## src/inc/tres_pkg.sv

```systemverilog
// package for the translation result register block
// assumes a single clock domain; walker and bus share clk
package tres_pkg;

   // ----------------------------------------------------------------
   // register offsets (byte addresses on the bus)
   // ----------------------------------------------------------------
   localparam logic [11:0] OFF_RES_LO = 12'h000; // result bits 31:0
   localparam logic [11:0] OFF_RES_HI = 12'h004; // result bits 63:32
   localparam logic [11:0] OFF_CTRL   = 12'h008; // layout and options
   localparam logic [11:0] OFF_STAT   = 12'h00C; // completion status

   // ----------------------------------------------------------------
   // result field positions
   // ----------------------------------------------------------------
   localparam int F_BIT    = 0;  // fault marker
   localparam int SS_BIT   = 1;  // supersection flag
   localparam int OUT_LO   = 2;  // outer attributes 3:2
   localparam int OUT_HI   = 3;
   localparam int INN_LO   = 4;  // inner attributes 6:4
   localparam int INN_HI   = 6;
   localparam int SH_BIT   = 7;  // short shareable
   localparam int VEND_BIT = 8;  // short vendor bit
   localparam int NS_BIT   = 9;  // security attribute
   localparam int NOS_BIT  = 10; // outer share clear
   localparam int LVEND    = 10; // long vendor bit
   localparam int PA_LO    = 12; // address low bit
   localparam int SD_PA_HI = 31; // short address top
   localparam int SS_EX_LO = 16; // supersection extension 23:16
   localparam int SS_EX_HI = 23;
   localparam int SS_PA_LO = 24; // supersection address 31:24
   localparam int LD_PA_HI = 47; // long address top
   localparam int PA_TOP   = 39; // highest stored long address bit
   localparam int ATTR_LO  = 56; // memory attributes 63:56
   localparam int ATTR_HI  = 63;
   localparam int LSH_LO   = 7;  // coherence domain 8:7
   localparam int LSH_HI   = 8;

   // fault layout flags
   localparam int TF_BIT  = 1;
   localparam int AFF_BIT = 2;
   localparam int PF_BIT  = 3;
   localparam int EF_BIT  = 4;
   localparam int MC_BIT  = 5;
   localparam int LK_BIT  = 6;
   localparam int ASF_BIT = 7;

   // ----------------------------------------------------------------
   // control and status fields, reset values
   // ----------------------------------------------------------------
   localparam int ST_VALID  = 0;  // a result has been written
   localparam int ST_FAULT  = 1;  // last completion faulted
   localparam int ST_CNT_LO = 8;  // completion counter 15:8
   localparam int ST_CNT_HI = 15;
   localparam logic [5:0]  CTRL_RST = 6'h3E;
   localparam logic [63:0] RES_RST  = 64'h0000_0000_0000_0000;

   // attribute encodings
   localparam logic [2:0] INN_WB_NA = 3'h7;
   localparam logic [2:0] INN_WT    = 3'h6;
   localparam logic [2:0] INN_WB_WA = 3'h5;
   localparam logic [2:0] INN_DEV   = 3'h3;
   localparam logic [2:0] INN_SO    = 3'h1;
   localparam logic [2:0] INN_NC    = 3'h0;
   localparam logic [1:0] OUT_WB_NA = 2'h0;
   localparam logic [1:0] OUT_WT    = 2'h2;
   localparam logic [1:0] OUT_WB_WA = 2'h1;
   localparam logic [1:0] OUT_NC    = 2'h3;

   // ----------------------------------------------------------------
   // carriers
   // ----------------------------------------------------------------
   typedef struct packed {
      logic addr_size_fault;
      logic lock_fault;
      logic multi_hit_fault;
      logic external_fault;
      logic permission_fault;
      logic access_flag_fault;
      logic translation_fault;
   } tres_fault_t;

   typedef struct packed {
      logic        valid;            // one-cycle completion
      logic        fault;            // walk aborted
      logic        supersection;
      logic        outer_share;      // memory is outer shareable
      logic        security_attr;
      logic        vendor_bit;
      logic        shareable;
      logic [2:0]  inner;
      logic [1:0]  outer;
      logic [7:0]  mem_attributes;
      logic [1:0]  coherence_domain;
      logic [47:0] phys_addr;
      tres_fault_t faults;
   } tres_done_t;

   typedef struct packed {
      logic ext_ok;       // bit 5
      logic multi_ok;     // bit 4
      logic lock_ok;      // bit 3
      logic secure_bank;  // bit 2
      logic distinguish;  // bit 1
      logic long_scheme;  // bit 0
   } tres_cfg_t;

   // bits that hold storage for a layout; the rest read zero
   function automatic logic [63:0] tres_keep(input tres_cfg_t c,
                                            input logic fault);
      logic [63:0] k;
      k = '1;
      if (fault)
      begin
         k[LK_BIT] = c.lock_ok;
         k[MC_BIT] = c.multi_ok;
         k[EF_BIT] = c.ext_ok;
      end
      else if (c.long_scheme)
      begin
         k[55:48]           = '0;
         k[LD_PA_HI:PA_TOP+1] = '0;
         k[INN_HI:SS_BIT]   = '0;
         k[F_BIT]           = 1'b0;
      end
      else
      begin
         k[63:32]  = '0;
         k[11]     = 1'b0;
         k[F_BIT]  = 1'b0;
      end
      return k;
   endfunction

endpackage

```

## src/verilog/tres_format.sv

```systemverilog
// builds the 64-bit result word from one completed walk
// assumes inputs are steady in the cycle they are sampled
`timescale 1ns/1ps
module tres_format
   import tres_pkg::*;
(
   input  tres_done_t  done,
   input  tres_cfg_t   cfg,
   output logic [63:0] word
);

   logic [63:0] w; // unmasked layout

   // ----------------------------------------------------------------
   // layout selection
   // ----------------------------------------------------------------
   always_comb
   begin
      w = '0;
      if (done.fault)
      begin
         // one fault layout whatever the scheme
         w[F_BIT]   = 1'b1;
         w[ASF_BIT] = done.faults.addr_size_fault;
         w[LK_BIT]  = done.faults.lock_fault;
         w[MC_BIT]  = done.faults.multi_hit_fault;
         w[EF_BIT]  = done.faults.external_fault;
         w[PF_BIT]  = done.faults.permission_fault;
         w[AFF_BIT] = done.faults.access_flag_fault;
         w[TF_BIT]  = done.faults.translation_fault;
      end
      else if (cfg.long_scheme)
      begin
         w[ATTR_HI:ATTR_LO]  = done.mem_attributes;
         w[LD_PA_HI:PA_LO]   = done.phys_addr[47:12];
         w[NS_BIT]  = cfg.secure_bank & done.security_attr;
         w[LSH_HI:LSH_LO]    = done.coherence_domain;
         w[LVEND]            = done.vendor_bit;
      end
      else
      begin
         // supersection moves address bits 39:32 down
         if (done.supersection)
         begin
            w[SD_PA_HI:SS_PA_LO] = done.phys_addr[31:24];
            w[SS_EX_HI:SS_EX_LO] = done.phys_addr[39:32];
         end
         else
         begin
            w[SD_PA_HI:PA_LO] = done.phys_addr[31:12];
         end
         w[SS_BIT]  = done.supersection;
         // without the distinction the bit is kept at zero
         w[NOS_BIT] = cfg.distinguish & ~done.outer_share;
         w[NS_BIT]  = cfg.secure_bank & done.security_attr;
         w[VEND_BIT] = done.vendor_bit;
         w[SH_BIT]  = done.shareable;
         w[INN_HI:INN_LO] = done.inner;
         w[OUT_HI:OUT_LO] = done.outer;
      end
      // success leaves bit 0 clear via the keep mask
      word = w & tres_keep(cfg, done.fault);
   end

endmodule

```

## src/verilog/tres_result.sv

```systemverilog
// translation result register with its bus slave
// assumes walker completion arrives on clk; software uses apb
`timescale 1ns/1ps
module tres_result
   import tres_pkg::*;
(
   input  wire logic        clk,
   input  wire logic        resetn,
   input  wire logic        ce,
   input  wire logic        psel,
   input  wire logic        penable,
   input  wire logic        pwrite,
   input  wire logic [11:0] paddr,
   input  wire logic [31:0] pwdata,
   output logic      [31:0] prdata,
   output logic             pready,
   output logic             pslverr,
   input  wire tres_done_t  done,
   output logic      [63:0] result,
   output logic             result_fault
);

   // ----------------------------------------------------------------
   // declarations
   // ----------------------------------------------------------------
   typedef enum logic {TRES_IDLE, TRES_ACC} tres_bus_t;

   tres_bus_t   bus_q, bus_d;       // bus phase tracker
   logic [31:0] rdata_q, rdata_d;   // registered read data
   logic        rdy_q, rdy_d;       // registered ready
   logic        err_q, err_d;       // registered error
   logic [31:0] shadow_q, shadow_d; // upper word caught on low read
   logic [63:0] res_q, res_d;       // the result register
   tres_cfg_t   cfg_q, cfg_d;       // control register
   logic        valid_q, valid_d;   // any result written
   logic        flt_q, flt_d;       // last completion faulted
   logic [7:0]  cnt_q, cnt_d;       // completions seen
   logic [63:0] fmt_word;           // formatted completion
   logic        setup;              // setup phase seen
   logic        wr_go;              // write takes effect
   logic [63:0] wr_word;            // result after a software write
   logic        done_go;            // completion accepted

   // ----------------------------------------------------------------
   // formatter
   // ----------------------------------------------------------------
   tres_format u_format
   (
      .done (done),
      .cfg  (cfg_q),
      .word (fmt_word)
   );

   // decode of the four words
   function automatic logic mapped(input logic [11:0] a);
      return (a == OFF_RES_LO) || (a == OFF_RES_HI) ||
             (a == OFF_CTRL)   || (a == OFF_STAT);
   endfunction

   // ----------------------------------------------------------------
   // bus slave
   // ----------------------------------------------------------------
   assign setup = psel && !penable;
   assign wr_go = (bus_q == TRES_ACC) && psel && penable && rdy_q
                  && pwrite && !err_q;

   // read data is captured in setup so prdata stays a flop output
   always_comb
   begin
      bus_d    = bus_q;
      rdata_d  = rdata_q;
      rdy_d    = 1'b0;
      err_d    = 1'b0;
      shadow_d = shadow_q;
      case (bus_q)
         TRES_IDLE:
         begin
            if (setup)
            begin
               bus_d   = TRES_ACC;
               rdy_d   = 1'b1;
               err_d   = !mapped(paddr);
               rdata_d = '0;
               if (!pwrite)
               begin
                  case (paddr)
                     OFF_RES_LO:
                     begin
                        // snapshot pairs the two halves
                        rdata_d  = res_q[31:0];
                        shadow_d = res_q[63:32];
                     end
                     OFF_RES_HI: rdata_d = shadow_q;
                     OFF_CTRL:   rdata_d = {26'h0, cfg_q};
                     OFF_STAT:
                     begin
                        rdata_d[ST_VALID] = valid_q;
                        rdata_d[ST_FAULT] = flt_q;
                        rdata_d[ST_CNT_HI:ST_CNT_LO] = cnt_q;
                     end
                     default:    rdata_d = '0;
                  endcase
               end
            end
         end
         TRES_ACC:
         begin
            // transfer ends at this edge; hold errors until then
            rdy_d = 1'b0;
            err_d = 1'b0;
            bus_d = TRES_IDLE;
         end
         default:
         begin
            bus_d = TRES_IDLE;
         end
      endcase
   end

   always_ff @(posedge clk)
   begin
      if (!resetn)
      begin
         bus_q    <= TRES_IDLE;
         rdata_q  <= '0;
         rdy_q    <= 1'b0;
         err_q    <= 1'b0;
         shadow_q <= '0;
      end
      else if (ce)
      begin
         bus_q    <= bus_d;
         rdata_q  <= rdata_d;
         rdy_q    <= rdy_d;
         err_q    <= err_d;
         shadow_q <= shadow_d;
      end
   end

   // error flag only stands in the access cycle
   assign prdata  = rdata_q;
   assign pready  = rdy_q;
   assign pslverr = err_q;

   // ----------------------------------------------------------------
   // result register and status
   // ----------------------------------------------------------------
   // a software write applies the layout's storage mask
   always_comb
   begin
      wr_word = res_q;
      if (paddr == OFF_RES_LO)
      begin
         wr_word[31:0] = pwdata;
      end
      else if (paddr == OFF_RES_HI)
      begin
         wr_word[63:32] = pwdata;
      end
      wr_word = wr_word & tres_keep(cfg_q, wr_word[F_BIT]);
   end

   assign done_go = done.valid;

   // completion beats a software write in the same cycle
   always_comb
   begin
      res_d   = res_q;
      cfg_d   = cfg_q;
      valid_d = valid_q;
      flt_d   = flt_q;
      cnt_d   = cnt_q;
      if (wr_go && (paddr == OFF_CTRL))
      begin
         cfg_d = pwdata[5:0];
      end
      if (wr_go && ((paddr == OFF_RES_LO) || (paddr == OFF_RES_HI)))
      begin
         res_d   = wr_word;
         valid_d = 1'b1;
      end
      if (done_go)
      begin
         // all 64 bits land on one edge
         res_d   = fmt_word;
         valid_d = 1'b1;
         flt_d   = done.fault;
         cnt_d   = cnt_q + 8'h01;
      end
   end

   // reset value is left open for software; zero is used here
   always_ff @(posedge clk)
   begin
      if (!resetn)
      begin
         res_q   <= RES_RST;
         cfg_q   <= CTRL_RST;
         valid_q <= 1'b0;
         flt_q   <= 1'b0;
         cnt_q   <= '0;
      end
      else if (ce)
      begin
         res_q   <= res_d;
         cfg_q   <= cfg_d;
         valid_q <= valid_d;
         flt_q   <= flt_d;
         cnt_q   <= cnt_d;
      end
   end

   assign result       = res_q;
   assign result_fault = res_q[F_BIT];
endmodule
```

## config.mk

```make
export PLATFORM = sky130hd
export DESIGN_NAME = tres_result
export DESIGN_NICKNAME = d
export VERILOG_FILES = /design/src/inc/tres_pkg.sv /design/src/verilog/tres_format.sv /design/src/verilog/tres_result.sv
export SDC_FILE = /design/constraint.sdc
export NUM_CORES = 1
export LEC_CHECK = 0
export BUFFER_PORTS_ARGS = -buffer_cell sky130_fd_sc_hd__buf_2
export CAP_MARGIN = 20
export CORE_ASPECT_RATIO = 0.7
export CORE_MARGIN = 2
export CORE_UTILIZATION = 51
export DETAILED_ROUTE_END_ITERATION = 10
export PLACE_DENSITY = 0.79
export SLEW_MARGIN = 0
export SYNTH_ARGS = -nofsm -noshare
export SYNTH_HDL_FRONTEND = slang
export SYNTH_SLANG_ARGS = --single-unit
```

## constraint.sdc

```tcl
create_clock -name clk -period 2.9 [get_ports clk]
set_input_delay 0.29 -clock clk [delete_from_list [all_inputs] [get_ports clk]]
set_output_delay 0.29 -clock clk [all_outputs]
set_load 0.01 [all_outputs]
```

### Word-level counts from Yosys, hierarchy flattened

Index checks and enable logic that the tools add are counted.

| cells by class | value |
|---|---|
| $add $sub $neg | 1 |
| equality and inequality tests | 3 |
| muxes and demuxes | 39 |
| bitwise logic cells | 7 |
| reductions and logical operators | 21 |

Operators by type and width:

| cell | number |
|---|---|
| 2-to-1 mux 32 bit | 6 |
| AND 64 bit | 2 |
| 2-to-1 mux 64 bit | 2 |
| 2-to-1 mux 36 bit | 1 |
| 2-to-1 mux 8 bit | 4 |
| one-hot mux 16 bit (2 select lines) | 1 |
| equality test 12 x 4 -> 1 bit, second input constant | 2 |
| one-hot mux 8 bit (3 select lines) | 1 |
| one-hot mux 6 bit (3 select lines) | 1 |
| 2-to-1 mux 16 bit | 1 |
| 2-to-1 mux 4 bit | 4 |
| equality test 12 x 3 -> 1 bit, second input constant | 1 |
| zero test 12 bit | 1 |
| 2-to-1 mux 12 bit | 1 |
| 2-to-1 mux 6 bit | 2 |
| 2-to-1 mux 3 bit | 3 |
| adder 8 x 1 -> 8 bit, second input constant | 1 |
| logical AND 1 bit | 8 |
| 2-to-1 mux 1 bit | 8 |
| one-hot mux 2 bit (4 select lines) | 1 |
| 2-to-1 mux 7 bit | 1 |
| AND reduction 2 bit | 3 |
| AND reduction 5 bit | 1 |
| one-hot mux 1 bit (2 select lines) | 2 |
| 6 further kinds | 13 |

| word-level totals | value |
|---|---|
| bits in registers | 146 |
| bits of input ports | 127 |
| logic and storage cells | 85 |

### Depth between registers and ports, before layout

Gate-level depths: netlist of the first run.

| logic depth | value |
|---|---|
| depth in word-level cells | 8 |
| depth in mapped cells | 8 |
| gate-level depth less buffers | 5 |

### Hierarchy

A second synthesis of the first run with hierarchy kept.

| unflattened totals | value |
|---|---|
| cells, all modules | 880 |
| area total of the unflattened synthesis | 7410.9 um2 |

Modules (own cells, without submodules):

| module | instances | cells each | area an instance (um2) | sequential area each (um2) |
|---|---|---|---|---|
| tres_result | 1 | 780 | 6772.7 | 2922.8 |
| tres_format | 1 | 100 | 638.1 | 0.0 |

### Worst setup path before layout of the first run

OpenSTA, ideal clock, no wires.

| timing path | value |
|---|---|
| kind | input -> register |
| start point | input port paddr[5] |
| end point | register res_q[46] (netlist: result[46]) |
| library setup time | 0.115 ns |
| arrival | 2.047 ns |
| required time | 2.785 ns |
| path slack | 0.739 ns |
| stages | 7 |
| path through | or4_1 -> buf_2 -> nor3_4 -> nand3_2 -> o311ai_4 -> buf_6 -> nor2_1 |

| on the way | value |
|---|---|
| longest elaborated chain between the ends | 6 |
| elaborated cells on any way between the ends | 13 |
| those cells by class | eq/ne: 1; mux: 6; bitwise: 1; reduce/logical: 5 |

Ends and longest elaborated chain:

| element | line | source |
|---|---|---|
| start, declared | tres_result.sv:13 | `input wire logic [11:0] paddr,` |
| equality test 12 x 3 -> 1 bit or zero test 12 bit (tied branches) | tres_result.sv:156, tres_result.sv:177, tres_result.sv:152 |  |
| 2-to-1 mux 32 bit (on tied branches) | tres_result.sv:156, tres_result.sv:152 |  |
| 2-to-1 mux 32 bit (on tied branches) | tres_result.sv:152, tres_pkg.sv:113 |  |
| AND 64 bit | tres_result.sv:160 | `wr_word = wr_word & tres_keep(cfg_q, wr_word[F_BIT]);` |
| 2-to-1 mux 64 bit | tres_result.sv:177 | `if (wr_go && ((paddr == OFF_RES_LO) \|\| (paddr == OFF_RES_HI)))` |
| 2-to-1 mux 64 bit | tres_result.sv:182 | `if (done_go)` |
| end signal, assigned | tres_result.sv:205 | `res_q <= res_d;` |
| end, declared | tres_result.sv:33 | `logic [63:0] res_q, res_d;` |

Several ways; a longest one is shown, not always the timed one. The select of a mux whose other input is x is not followed.
A chain may end at the register's enable or synchronous reset.

### Worst setup path after layout of the first run

| timing path | value |
|---|---|
| start point | input port paddr[5] |
| end point | register res_q[44] (netlist: result[44]) |

The elaborated chain is that of the path after synthesis.

==> results of run 1 <==
==> placed cells by master, fill, tap and decap left out, drive strengths merged, types with 3 or more instances in the layout <==
cell type  instances
dfxtp            146
nor4               4
nand2            114
a22oi             17
or3                7
a22o              12
nor3               4
bufinv             3
o21ai             38
mux2i             44
and3               4
mux2              18
xor2               4
clkinv             4
buf              233
nand3             21
a21oi             89
a211oi            25
nand4              6
o211a              4
inv                8
and2               7
a32oi             10
nor2              61
a222oi            16
clkbuf            21
a31oi             12
==> path summary, 6_finish.rpt <==
kind                   to  slack, ns  depth (start not counted)
max            result[44]       0.62                          6
min              cfg_q[4]       0.12                          2
max reg2reg    result[44]       0.63                          4
min reg2reg  shadow_q[12]       0.46                          2
==> per-layer routing <==
metal	vias to the layer above	wire [microns]	track usage
met4	0	393	0.09000
li1	3172	-	-
met5	-	0	0
met2	371	10080	0.5053
met1	3230	9749	0.4221
met3	34	2231	0.08666
==> power by group <==
| group | total, uW | internal (uW) | switching, uW |
|---|---|---|---|
| registers | 2080 | 2040 | 39.9 |
| logic | 437 | 170 | 267 |
| clock network | 2240 | 1390 | 856 |
==> state kept, by name, summed over array words and instances, names as in the netlist <==
signal	flops
result	64
valid_q	1
cnt_q	8
cfg_q	6
pready	1
shadow_q	32
pslverr	1
flt_q	1
prdata	32
==> area by class of cell <==
type | instances | area (sq um) | share of cell area
clock inverter | 11 | 153.9 | 0.01822
clock buffer | 21 | 450.4 | 0.05332
timing repair buffer | 233 | 1274 | 0.1508
tap | 162 | 202.7 | 0.02399
sequential | 146 | 2923 | 0.3460
inverter | 6 | 22.52 | 0.002666
multi-input combinational | 548 | 3422 | 0.4051
==> metrics by stage <==
stage / util / worst slack, ns / power (uW) / area, sq um / cells
final: 0.6709 / 0.6167 / 4763 / 8448 / 1127
after floorplan: - / 0.7386 / 2346 / 6649 / 764
after detailed placement: 0.6229 / 0.2510 / 2550 / 7844 / 1095
after CTS: 0.6709 / 0.6632 / 4763 / 8448 / 1127
after global routing: 0.6709 / 0.4815 / 4896 / 8448 / 1127
after global placement: 0.6229 / 0.2536 / 2546 / 7844 / 1095
==> cell families after synthesis <==
group	Yosys count	share of synthesized area
simple gates	240	0.1650
mux	62	0.09672
xor+xnor	5	0.006586
fa+ha+maj	1	0.001882
buf+inv	70	0.04648
flops	146	0.4396
compound gates	240	0.2437
==> flow_summary.json, run 1 <==
{
  "synth_edf_count": 0,
  "max_freq_mhz": 438.0,
  "hold_class": "in -> reg",
  "core_sq_um": 12590,
  "clk-insertion-delay-late_ns": 0.41,
  "first_global_vias": 6230,
  "drc": 0,
  "netlist.area_leader.share": 0.4396,
  "worst_ep_arrival_time_ns": 2.54,
  "routed_wl_microns": 22460,
  "max-slew-margin-rel": 0.4377,
  "reg2reg_from": "pready",
  "num_antenna_cells": 0,
  "cts_resized": 0,
  "required_ns": 3.16,
  "dp_hpwl_microns": 15810,
  "synth_area_sq_um": 6649,
  "grt_start_max_net_pins": 41,
  "grt_pass1_wl_microns": 34400,
  "synth_top_area_cell": "dfxtp_1",
  "hp-start": "resetn",
  "fin_crit_ns": 2.283,
  "ioPinCount": 226,
  "hold_violations": 0,
  "setup_viol": 0,
  "post-synth-top-count-cell": "dfxtp_1",
  "startpoint_type": "input pin",
  "slew_viol_final": 0,
  "wl_per_cell_microns": 19.93,
  "async_flop_share": 0,
  "drive_gt1_frac": 0.3057,
  "cts_root_buf": "clkbuf_16",
  "overflow": 0,
  "syn_avg_cell_area_sq_um": 8.703,
  "dieArea_sq_um": 13980,
  "layout_worst_path_cycle_share": 0.7873,
  "worstMarginPinSlew_ns": 0.8415,
  "hold_buffers": 0,
  "synth_cells": 764,
  "drt_iter0_drc": 717,
  "tns_ns": 0,
  "path_max_fanout": 16,
  "synth_flop_cell": "dfxtp_1",
  "yosysWarnings": 0,
  "hold_ws_ns": 0.1237,
  "syn_nets": 892,
  "ys_seq_area_frac": 0.4396,
  "critical_path_buf_inv_count": 1,
  "clockBufferDepth": 2,
  "synthTopCellsByCount": "dfxtp_1 (146), nand2_1 (114), a21oi_1 (89)",
  "cp_cell_sequence": "buf_2 -> or4_1 -> nor3_4 -> nand3_2 -> o311ai_4 -> nor2_1",
  "ir_worst_vdd_mv": 0.4596,
  "numClockSinks": 146,
  "criticalPathCategory": "in -> reg",
  "portBuffers": 205,
  "antenna_left": 0,
  "nFillCells": 1047,
  "grt_use_total": 0.3154,
  "start_util": 0.5280,
  "outcome": "finished clean",
  "rows": 34,
  "antenna_found_initial": 1,
  "cap_violations": 0,
  "fin_skew_ns": 0.01174,
  "cts_tree": "done",
  "via_count": 6807,
  "die_y_microns": 99.53,
  "cp-startpoint": "paddr[5]",
  "rsz0062_at_grt": "false",
  "cts_inserted_buffers": 17,
  "gp_congestion": 0.9932,
  "synth_cell_types": 57,
  "drtPass1Iterations": 5,
  "cts_htree_levels": 4,
  "cp_slowest_cell": "o311ai_4",
  "critPathTopFamily": "simple AND/OR/NAND/NOR gates",
  "post_cts.repair.setup_buffers": 0,
  "max_stage_delay_ns": 0.79,
  "dieWidth_microns": 140.5,
  "synth_area_leaders": "dfxtp_1 (44%), a21oi_1 (6.7%), mux2i_1 (6.6%)",
  "p_leak_uw": 0.003713,
  "clkTransAtPathRegs_ns": 0.06,
  "finalNetCount": 1080,
  "cp-end-kind": "flop",
  "synth-seq-cells": 146,
  "power.density_nw_per_um2": 563.8,
  "areaGrowthSynthToFinish_pct": 27.06,
  "viasPerCell": 6.040
}
No activity file was read; power rests on OpenSTA's default activity.
==> run 2: changes to the inputs <==
==> constraint.sdc (replaced) <==
create_clock -name clk -period 2.18 [get_ports clk]
set_input_delay 0.218 -clock clk [delete_from_list [all_inputs] [get_ports clk]]
set_output_delay 0.218 -clock clk [all_outputs]
set_load 0.01 [all_outputs]
==> run 2 against run 1 <==
  * Cell count increased by 2.3%
  * Critical path depth decreased by 2
  * Worst hold slack got worse by 0.072 ns
  * Critical endpoint is now result[40]
  * Largest cell class unchanged
  * Highest routed layer unchanged
==> flow_summary.json, run 2 (synthesis gave the netlist of run 1 again) <==
{
  "cts_inserted_buffers": 17,
  "drt_iter0_drc": 646,
  "hold_class": "in -> reg",
  "ir_worst_vdd_mv": 0.5778,
  "hold_violations": 0,
  "reg2reg_from": "pready",
  "wl_per_cell_microns": 19.57,
  "post_cts.repair.setup_buffers": 0,
  "hold_buffers": 0,
  "antenna_left": 0,
  "outcome": "finished clean",
  "design_area_sq_um": 8706,
  "rows": 34,
  "max_freq_mhz": 487.3,
  "seq_area_sq_um": 2923,
  "path_max_fanout": 16,
  "p_leak_uw": 0.003868,
  "cts_tree": "done",
  "areaGrowthSynthToFinish_pct": 30.94,
  "clkTransAtPathRegs_ns": 0.06,
  "dieWidth_microns": 140.5,
  "worst_ep_arrival_time_ns": 2.32,
  "drc": 0,
  "power.density_nw_per_um2": 741.5,
  "ioPinCount": 226,
  "gp_congestion": 0.9772,
  "dieArea_sq_um": 13980,
  "startpoint_type": "flop",
  "final_cell_mix": "buf_2 (205), dfxtp_1 (146), nand2_1 (114)",
  "die_y_microns": 99.53,
  "clk-insertion-delay-late_ns": 0.42,
  "grt_start_max_net_pins": 69,
  "cp-end-kind": "flop",
  "core_sq_um": 12590,
  "criticalPathCategory": "reg -> reg",
  "via_count": 6984,
  "required_ns": 2.44,
  "viasPerCell": 6.057,
  "fin_crit_ns": 2.052,
  "nFillCells": 1037,
  "grt_use_total": 0.3241,
  "fin_skew_ns": 0.01026,
  "setup_viol": 0,
  "dp_hpwl_microns": 16250,
  "power_uw": 6455,
  "hp-start": "pwdata[15]",
  "largest_register_ffs": 64,
  "rsz0062_at_grt": "false",
  "numClockSinks": 146,
  "clockBufferDepth": 2,
  "cts_root_buf": "clkbuf_16",
  "overflow": 0,
  "layout_worst_path_cycle_share": 0.9413,
  "max-slew-margin-rel": 0.4708,
  "first_global_vias": 6501,
  "cts_htree_levels": 4,
  "multi_input_area_sq_um": 3422,
  "routed_wl_microns": 22560,
  "portBuffers": 205,
  "cap_violations": 0,
  "cts_resized": 0,
  "antenna_found_initial": 1,
  "final_common_cell": "buf_2",
  "start_util": 0.5280,
  "grt_pass1_wl_microns": 35220,
  "place_area_sq_um": 8089,
  "cp-startpoint": "pready",
  "worstMarginPinSlew_ns": 0.7919,
  "drive_gt1_frac": 0.3242,
  "slew_viol_final": 0,
  "finalNetCount": 1106,
  "drtPass1Iterations": 6
}
run 2: changes by cell type in the layout (fill, tap and decap cells not counted), sizes merged:
cell	change
buf	+26
bufinv	+1
clkbuf	-2
clkinv	+1
clkinvlp	-1
diode	+1
run 2: per-stage QoR:
step / setup slack, ns / utilization / std cells / hold WS [ns] / TNS (ns)
after floorplan: 0.09057 / - / 764 / 0.3431 / 0
after global placement: -0.1822 / 0.6424 / 1121 / 0.4330 / -4.216
after detailed placement: -0.2976 / 0.6424 / 1121 / 0.4459 / -5.874
after CTS: 0.1262 / 0.6912 / 1152 / 0.04238 / 0
after global routing: 0.01882 / 0.6912 / 1152 / 0.05597 / 0
final: 0.1279 / 0.6914 / 1153 / 0.05131 / 0
run 2: layout make-up:
class | count | share of cell area
Clock buffer | 19 | 0.04973
Multi-Input combinational cell | 548 | 0.3931
Tap cell | 162 | 0.02328
Sequential cell | 146 | 0.3357
Inverter | 6 | 0.002587
Clock inverter | 12 | 0.02084
Antenna cell | 1 | 0.0002874
Timing Repair Buffer | 259 | 0.1745
run 2: layer usage:
| layer | vias up | GRT usage | part of all wire |
|---|---|---|---|
| li1 | 3237 | - | - |
| met1 | 3303 | 0.4352 | 0.42 |
| met2 | 405 | 0.5072 | 0.45 |
| met3 | 39 | 0.1035 | 0.11 |
| met4 | 0 | 0.09000 | 0.019 |
| met5 | - | 0 | 0 |
run 2: final timing paths:
check	endpoint	slack, ns	cells past startpoint
max	result[40]	0.13	4
min	result[47]	0.05	3
max reg2reg	result[40]	0.13	4
min reg2reg	prdata[7]	0.45	2
run 2: critical path: stages, from the launching register on:
cell      delay (ns)
dfxtp_1         0.41
nor3b_1         0.44
nand3_2         0.17
o311ai_4        0.74
nor2_1          0.13
run 2: power by group:
part | internal [uW] | leakage (uW) | switching, uW
Combinational | 252 | 0.00239 | 359
Sequential | 2720 | 0.00118 | 52.7
Clock | 1920 | 0.000298 | 1150
Total | 4890 | 0.00387 | 1570
